<file path="src/verilog/csss_pkg.sv">
/*
 * Shared constants and types for clock source selection and start-up timing.
 * Assumes fuse codes arrive raw: a fuse bit reads 1 when unprogrammed.
 */
`default_nettype none

package csss_pkg;

    // Counter width for all start-up and delay counts
    localparam int CNT_W = 17;

    // Clock source select fuse codes
    localparam logic [3:0] CK_EXTCLK   = 4'h0;
    localparam logic [3:0] CK_INTRC_LO = 4'h1;
    localparam logic [3:0] CK_INTRC_HI = 4'h4;
    localparam logic [3:0] CK_EXTRC_LO = 4'h5;
    localparam logic [3:0] CK_EXTRC_HI = 4'h8;
    localparam logic [3:0] CK_LFXTAL   = 4'h9;

    // Start-up time fuse codes
    localparam logic [1:0] SUT_C0 = 2'h0;
    localparam logic [1:0] SUT_C1 = 2'h1;
    localparam logic [1:0] SUT_C2 = 2'h2;
    localparam logic [1:0] SUT_C3 = 2'h3;

    // Start-up counts in source cycles, delays in watchdog cycles
    localparam logic [CNT_W-1:0] CNT_ONE  = 17'h00001;
    localparam logic [CNT_W-1:0] SU_6CK   = 17'h00006;
    localparam logic [CNT_W-1:0] SU_18CK  = 17'h00012;
    localparam logic [CNT_W-1:0] SU_1KCK  = 17'h00400;
    localparam logic [CNT_W-1:0] DLY_NONE = 17'h00000;
    localparam logic [CNT_W-1:0] DLY_4K   = 17'h01000;

    // Register offsets
    localparam int ADDR_W = 4;
    localparam logic [ADDR_W-1:0] OFS_TRIM = 4'h0;
    localparam logic [ADDR_W-1:0] OFS_STAT = 4'h1;
    localparam logic [ADDR_W-1:0] OFS_FUSE = 4'h2;
    localparam logic [7:0]        RD_ZERO  = 8'h00;

    // Selected clock source
    typedef enum logic [2:0] {
        SRC_EXTCLK = 3'b000,
        SRC_INTRC  = 3'b001,
        SRC_EXTRC  = 3'b010,
        SRC_LFXTAL = 3'b011,
        SRC_HFXTAL = 3'b100
    } csss_src_t;

    // Sequencer states
    typedef enum logic [1:0] {
        ST_RST_DLY = 2'b00,
        ST_STARTUP = 2'b01,
        ST_RUN     = 2'b10,
        ST_SLEEP   = 2'b11
    } csss_state_t;

    // Fuse fields
    typedef struct packed {
        logic [1:0] startup_time_fuses;
        logic [3:0] clock_source_select_fuses;
    } csss_fuse_t;

    // Register bus request
    typedef struct packed {
        logic [ADDR_W-1:0] addr;
        logic [7:0]        wdata;
        logic              wr;
        logic              rd;
    } csss_bus_req_t;

    // Status register layout
    typedef struct packed {
        logic        rsvd;
        csss_src_t   src;
        logic [1:0]  range;
        csss_state_t st;
    } csss_stat_t;

endpackage : csss_pkg

`default_nettype wire

</file>
<file path="src/verilog/csss_clock_startup.sv">
/*
 * Clock source decode, start-up sequencer and oscillator trim register.
 * Assumes oscillator and watchdog ticks arrive asynchronously on pins and
 * that the fuse, calibration and legacy mode inputs are static.
 */
`timescale 1ns/1ps
`default_nettype none

module csss_clock_startup #(
    parameter logic [csss_pkg::CNT_W-1:0] DLY_LONG_CYC = 17'h10000,
    parameter logic [csss_pkg::CNT_W-1:0] SU_32K_CYC   = 17'h08000
) (
    // Clock and reset
    input  wire logic                    clk_i,
    input  wire logic                    reset_n_i,
    // Fuses and factory calibration
    input  wire csss_pkg::csss_fuse_t    fuse_i,
    input  wire logic [7:0]              calib_byte_i,
    input  wire logic                    compat_mode_i,
    // Oscillator pins
    input  wire logic                    src_osc_i,
    input  wire logic                    wdt_osc_i,
    // Sleep control from the power manager
    input  wire logic                    deep_sleep_i,
    // Register port
    input  wire csss_pkg::csss_bus_req_t bus_i,
    output logic [7:0]                   rdata_o,
    // Clock generator controls
    output logic                         sys_clk_en_o,
    output csss_pkg::csss_src_t          src_sel_o,
    output logic [1:0]                   rc_range_o,
    output logic [7:0]                   trim_o
);

    csss_pkg::csss_fuse_t        fuse_q;
    csss_pkg::csss_state_t       st_q;
    csss_pkg::csss_src_t         src_q;
    csss_pkg::csss_src_t         src_d;
    logic [1:0]                  range_q;
    logic [1:0]                  range_d;
    logic [csss_pkg::CNT_W-1:0]  cnt_q;
    logic [csss_pkg::CNT_W-1:0]  su_tgt;
    logic [csss_pkg::CNT_W-1:0]  dly_tgt;
    logic [csss_pkg::CNT_W-1:0]  dly_std;
    logic [1:0]                  pin_s1_q;
    logic [1:0]                  pin_s2_q;
    logic [1:0]                  pin_s3_q;
    logic                        src_tick;
    logic                        wdt_tick;
    logic                        clk_en_q;
    logic [7:0]                  trim_q;
    logic [7:0]                  rdata_q;
    logic                        trim_wr;
    csss_pkg::csss_stat_t        stat;

    // Fuse snapshot taken while reset is held
    always_ff @(posedge clk_i) begin
        if (!reset_n_i) begin
            fuse_q <= fuse_i;
        end
    end

    // Two-stage synchronisers plus edge stage for both oscillator pins
    always_ff @(posedge clk_i) begin
        pin_s1_q <= {wdt_osc_i, src_osc_i};
        pin_s2_q <= pin_s1_q;
        pin_s3_q <= pin_s2_q;
    end

    // Rising edges of the selected source and of the watchdog oscillator
    assign src_tick = pin_s2_q[0] & ~pin_s3_q[0];
    assign wdt_tick = pin_s2_q[1] & ~pin_s3_q[1];

    // Fuse decode into source, range and start-up targets
    always_comb begin
        src_d   = csss_pkg::SRC_HFXTAL;
        range_d = 2'h0;
        su_tgt  = csss_pkg::CNT_ONE;
        dly_tgt = csss_pkg::DLY_NONE;
        if (fuse_q.startup_time_fuses == csss_pkg::SUT_C0) begin
            dly_std = csss_pkg::DLY_NONE;
        end else if (fuse_q.startup_time_fuses == csss_pkg::SUT_C1) begin
            dly_std = csss_pkg::DLY_4K;
        end else begin
            dly_std = DLY_LONG_CYC;
        end
        if (fuse_q.clock_source_select_fuses == csss_pkg::CK_EXTCLK) begin
            src_d   = csss_pkg::SRC_EXTCLK;
            su_tgt  = csss_pkg::SU_6CK;
            dly_tgt = dly_std;
        end else if (fuse_q.clock_source_select_fuses <= csss_pkg::CK_INTRC_HI) begin
            src_d   = csss_pkg::SRC_INTRC;
            range_d = 2'(fuse_q.clock_source_select_fuses - csss_pkg::CK_INTRC_LO);
            su_tgt  = csss_pkg::SU_6CK;
            dly_tgt = dly_std;
        end else if (fuse_q.clock_source_select_fuses <= csss_pkg::CK_EXTRC_HI) begin
            src_d   = csss_pkg::SRC_EXTRC;
            range_d = 2'(fuse_q.clock_source_select_fuses - csss_pkg::CK_EXTRC_LO);
            if (fuse_q.startup_time_fuses == csss_pkg::SUT_C3) begin
                su_tgt  = csss_pkg::SU_6CK;
                dly_tgt = csss_pkg::DLY_4K;
            end else begin
                su_tgt  = csss_pkg::SU_18CK;
                dly_tgt = dly_std;
            end
        end else if (fuse_q.clock_source_select_fuses == csss_pkg::CK_LFXTAL) begin
            src_d = csss_pkg::SRC_LFXTAL;
            if (fuse_q.startup_time_fuses == csss_pkg::SUT_C0) begin
                su_tgt  = csss_pkg::SU_1KCK;
                dly_tgt = csss_pkg::DLY_4K;
            end else if (fuse_q.startup_time_fuses == csss_pkg::SUT_C1) begin
                su_tgt  = csss_pkg::SU_1KCK;
                dly_tgt = DLY_LONG_CYC;
            end else begin
                su_tgt  = SU_32K_CYC;
                dly_tgt = DLY_LONG_CYC;
            end
        end
    end

    // Registered source selection seen by the clock generator
    always_ff @(posedge clk_i) begin
        if (!reset_n_i) begin
            src_q   <= csss_pkg::SRC_INTRC;
            range_q <= 2'h0;
        end else begin
            src_q   <= src_d;
            range_q <= range_d;
        end
    end

    // Sequencer: watchdog-timed reset delay, then source-timed start-up
    always_ff @(posedge clk_i) begin
        if (!reset_n_i) begin
            st_q     <= csss_pkg::ST_RST_DLY;
            cnt_q    <= csss_pkg::DLY_NONE;
            clk_en_q <= 1'b0;
        end else begin
            case (st_q)
                csss_pkg::ST_RST_DLY: begin
                    if (dly_tgt == csss_pkg::DLY_NONE) begin
                        st_q  <= csss_pkg::ST_STARTUP;
                        cnt_q <= csss_pkg::DLY_NONE;
                    end else if (wdt_tick) begin
                        if (cnt_q == dly_tgt - csss_pkg::CNT_ONE) begin
                            st_q  <= csss_pkg::ST_STARTUP;
                            cnt_q <= csss_pkg::DLY_NONE;
                        end else begin
                            cnt_q <= cnt_q + csss_pkg::CNT_ONE;
                        end
                    end
                end
                csss_pkg::ST_STARTUP: begin
                    if (src_tick) begin
                        if (cnt_q == su_tgt - csss_pkg::CNT_ONE) begin
                            st_q     <= csss_pkg::ST_RUN;
                            cnt_q    <= csss_pkg::DLY_NONE;
                            clk_en_q <= 1'b1;
                        end else begin
                            cnt_q <= cnt_q + csss_pkg::CNT_ONE;
                        end
                    end
                end
                csss_pkg::ST_RUN: begin
                    if (deep_sleep_i) begin
                        st_q     <= csss_pkg::ST_SLEEP;
                        clk_en_q <= 1'b0;
                    end
                end
                default: begin
                    if (!deep_sleep_i) begin
                        st_q  <= csss_pkg::ST_STARTUP;
                        cnt_q <= csss_pkg::DLY_NONE;
                    end
                end
            endcase
        end
    end

    // Trim register: calibration load in reset, software write afterwards
    assign trim_wr = bus_i.wr && (bus_i.addr == csss_pkg::OFS_TRIM)
                     && !compat_mode_i;

    always_ff @(posedge clk_i) begin
        if (!reset_n_i) begin
            trim_q <= calib_byte_i;
        end else if (trim_wr) begin
            trim_q <= bus_i.wdata;
        end
    end

    // Status word
    assign stat = '{rsvd: 1'b0, src: src_q, range: range_q, st: st_q};

    // Read data stands only in the cycle after the read strobe
    always_ff @(posedge clk_i) begin
        if (!reset_n_i) begin
            rdata_q <= csss_pkg::RD_ZERO;
        end else if (!bus_i.rd) begin
            rdata_q <= csss_pkg::RD_ZERO;
        end else if (bus_i.addr == csss_pkg::OFS_TRIM && !compat_mode_i) begin
            rdata_q <= trim_q;
        end else if (bus_i.addr == csss_pkg::OFS_STAT) begin
            rdata_q <= stat;
        end else if (bus_i.addr == csss_pkg::OFS_FUSE) begin
            rdata_q <= {2'h0, fuse_q};
        end else begin
            rdata_q <= csss_pkg::RD_ZERO;
        end
    end

    // Outputs
    assign rdata_o      = rdata_q;
    assign sys_clk_en_o = clk_en_q;
    assign src_sel_o    = src_q;
    assign rc_range_o   = range_q;
    assign trim_o       = trim_q;

    // Checking helpers: independent tick counts per phase
    logic [csss_pkg::CNT_W-1:0] wdt_seen_q;
    logic [csss_pkg::CNT_W-1:0] src_seen_q;

    always_ff @(posedge clk_i) begin
        if (!reset_n_i || st_q != csss_pkg::ST_RST_DLY) begin
            wdt_seen_q <= csss_pkg::DLY_NONE;
        end else if (wdt_tick) begin
            wdt_seen_q <= wdt_seen_q + csss_pkg::CNT_ONE;
        end
    end

    always_ff @(posedge clk_i) begin
        if (!reset_n_i || st_q != csss_pkg::ST_STARTUP) begin
            src_seen_q <= csss_pkg::DLY_NONE;
        end else if (src_tick) begin
            src_seen_q <= src_seen_q + csss_pkg::CNT_ONE;
        end
    end
endmodule : csss_clock_startup

`default_nettype wire

</file>
<file path="config.mk">
export PLATFORM = sky130hd
export DESIGN_NAME = csss_clock_startup
export DESIGN_NICKNAME = d
export VERILOG_FILES = /design/src/verilog/csss_pkg.sv /design/src/verilog/csss_clock_startup.sv
export SDC_FILE = /design/constraint.sdc
export NUM_CORES = 1
export LEC_CHECK = 0
export BUFFER_PORTS_ARGS = -buffer_cell sky130_fd_sc_hd__buf_2
export CORE_MARGIN = 3
export CORE_UTILIZATION = 50
export DETAILED_ROUTE_END_ITERATION = 12
export PLACE_DENSITY = 0.78
export RECOVER_POWER = 100
export SLEW_MARGIN = 0
export SYNTH_ARGS = -nofsm -noshare
export SYNTH_HDL_FRONTEND = slang
export SYNTH_SLANG_ARGS = --single-unit
</file>
<file path="constraint.sdc">
create_clock -name clk_i -period 3.79 [get_ports clk_i]
set_clock_uncertainty 0.15 [all_clocks]
set_input_delay 0.758 -clock clk_i [delete_from_list [all_inputs] [get_ports clk_i]]
set_output_delay 0.758 -clock clk_i [all_outputs]
set_load 0.02 [all_outputs]
</file>
==> results.json <==
{
  "status": "completed",
  "io_pins": 56,
  "synth_flop_cell": "dfxtp_1",
  "synth_async_sr_flop_share_pct": 0,
  "grt_pass1_vias": 2135,
  "ant_nets": 0,
  "area_growth_pct": 15.8,
  "hold_path_depth": 0,
  "grt_overflow": 0,
  "cts_buffers": 5,
  "synth_edf_count": 14,
  "finish.utilization_pct": 61.6,
  "fmaxAchievable_ghz": 0.274,
  "setup_viol": 0,
  "timing.rr.end": "cnt_q[12]",
  "routed_wl_um": 6310,
  "slew_headroom_pct": 69.3,
  "hold_start": "pin_s1_q[1]",
  "end_kind": "flip-flop",
  "layout_common_cells": "dfxtp_1 (39), buf_2 (33), nor2_1 (26)",
  "cts-root-buf": "clkbuf_8",
  "grt_first_pass_wirelength_um": 10200,
  "die_x_um": 80.9,
  "regToRegSetupSlack_ns": 0.14,
  "syn_avg_cell_area_um2": 9.41,
  "min_period_ns": 3.65,
  "max_cap_violations": 0,
  "yosysUniqueCellTypes": 54,
  "grt_max_degree": 26,
  "min_period_over_period_pct": 96.3,
  "worstPathMaxFanout": 5,
  "cp.arrival_ns": 3.71,
  "timing.rr.start": "fuse_q[0]",
  "slew_viol_final": 0,
  "routedWlPerCell_um": 14.8,
  "tritoncts": "yes",
  "track_usage_pct": 20.1,
  "vias": 2364,
  "n_antenna_cell": 0,
  "critPathRequiredTime_ns": 3.85,
  "drt_first_pass_iters": 5,
  "dp_hpwl_um": 4650,
  "dpl_cell_area_um2": 3170,
  "ys_warn_count": 0,
  "die_h_um": 80.9,
  "cp-start-kind": "flip-flop",
  "path_clk_slew_ns": 0.10,
  "final_layout_size_suffix_gt1_share_pct": 17.2,
  "io_buffers": 55,
  "cts_max_level": 2,
  "syn_area_um2": 2810,
  "hold_violations": 0,
  "cts_sinks": 53,
  "dieArea_um2": 6540,
  "postCtsSetupBuffers": 0,
  "routabilityCongestion": 0.870,
  "whs_ns": 0.184,
  "syn_nets": 344,
  "reg2reg_depth": 13,
  "initial_core_util_pct": 53.2,
  "place_inst": 417,
  "insertion_delay_ns": 0.31,
  "grt_antenna_before_repair": 0,
  "row_count": 26,
  "min_to": "pin_s2_q[1]",
  "viasPerCell": 5.56,
  "stdcell_area_um2": 3250,
  "finalNetCount": 400,
  "peakVddDrop_mv": 0.316,
  "coreArea_um2": 5270,
  "drcViolationCount": 0,
  "setup.worst_path.class": "reg -> reg",
  "p_leak_nw": 1.26,
  "hold_path.class": "reg -> reg",
  "fillers": 463,
  "cts_buffer_depth": 2,
  "yosysSeqAreaShare_pct": 42.8,
  "synth_seq_cells": 53,
  "first_iter_violations": 125,
  "synthCells": 298,
  "final_cells": 425,
  "p_per_area_nw_per_um2": 455,
  "final_common_cell": "dfxtp_1",
  "tightestPinTransition_ns": 0.460
}
cell usage after synthesis (all sizes together) (2+ instances only):
cell    instances  area share (%)
dfxtp          39              28
nor2           26             3.5
nor3           22             3.9
nand2          19             2.5
edfxtp         14              15
xor2           14             4.4
inv            13             1.7
a21oi          12             2.1
ha             12             5.4
clkbuf          9             1.2
mux2            9             3.6
a22oi           8             2.1
xnor2           8             2.5
nand2b          7             1.6
nand4           7             1.6
nand3           6             1.1
and3            5             1.1
buf             5            0.89
nor2b           5             1.1
o21ai           5            0.89
a211oi          4             1.7
and4            4             1.2
or3             4            0.89
a31oi           3            0.67
and2            3            0.67
mux2i           3             1.1
nand3b          3            0.80
nor4            3            0.67
a32o            2            0.71
nor3b           2            0.54
o211ai          2            0.71
o22ai           2            0.45
o311ai          2            0.62
or4             2            0.67
power by group:
part,leakage (nW),switching (mW),internal (mW)
clock,0.0518,0.185,0.195
sequential,0.455,0.0385,0.618
combinational,0.750,0.261,0.180
total,1.26,0.484,0.993
worst max path at each step:
stage,from,endpoint,depth (start not counted)
2_1_floorplan,fuse_q[0],cnt_q[12],14
3_3_place_gp,fuse_q[0],cnt_q[12],13
3_5_place_dp,fuse_q[0],cnt_q[12],13
4_1_cts,fuse_q[0],cnt_q[12],13
5_1_grt,fuse_q[1],cnt_q[12],13
6_report,fuse_q[0],cnt_q[12],13
what timing repair did:
| action | 4_1_cts | 5_1_grt |
|---|---|---|
| endpoints found under the setup margin | 0 | 18 |
| resized for setup | 0 | 2 |
| hold buffers | 0 | 0 |
cell families (layout without fill, tap and decap cells):
logic type	count (synthesis)	count (layout)	share of synthesized area, %
xor gates and xnor gates	22	22	6.87
buffers and inverters	27	84	3.84
and+or+nand+nor	122	122	23.1
AOI/OAI and AO/OA	50	50	13.3
adders and majority gates	12	12	5.35
muxes	12	12	4.68
DFF	53	53	42.8
final cells by class:
cell class                      count  area (um2)  area share, %
Clock inverter                      3        41.3           1.27
Sequential cell                    53        1200           37.0
Clock buffer                        5        68.8           2.12
Timing Repair Buffer               63         304           9.36
Inverter                           13        48.8           1.50
Tap cell                           70        87.6           2.70
Multi-Input combinational cell    218        1500           46.1
worst max-delay path, stage by stage, from the launching register on:
cell,delay (ns)
edfxtp_1,0.44
inv_1,0.09
ha_1,0.24
nor2_1,0.09
o21ai_1,0.20
ha_1,0.25
ha_1,0.21
ha_1,0.22
nand3b_1,0.10
mux2_2,0.27
a22o_1,0.25
or4_4,0.53
a211o_1,0.27
a32o_1,0.25
state kept, by name (all words and copies together), names as in the netlist, 3 cells and up:
name / flops
cnt_q: 17
fuse_q: 6
rdata_o: 8
src_sel_o: 3
trim_o: 8
through the flow:
stage          power [mW]  setup TNS, ns  setup slack, ns
3_5_place_dp         1.11              0            0.149
4_1_cts              1.48              0           0.0900
2_1_floorplan       0.985              0            0.121
6_report             1.48              0            0.142
3_3_place_gp         1.09              0            0.283
5_1_grt              1.56       -0.00378         -0.00378
metal layers:
| metal | GRT usage [%] | up-vias | wire length (um) |
|---|---|---|---|
| li1 | - | 1196 | - |
| met1 | 27.3 | 1098 | 2930 |
| met2 | 31.9 | 60 | 2990 |
| met3 | 3.44 | 10 | 293 |
| met4 | 7.60 | 0 | 99 |
| met5 | 0 | - | 0 |
No activity file was read; power rests on OpenSTA's default activity.
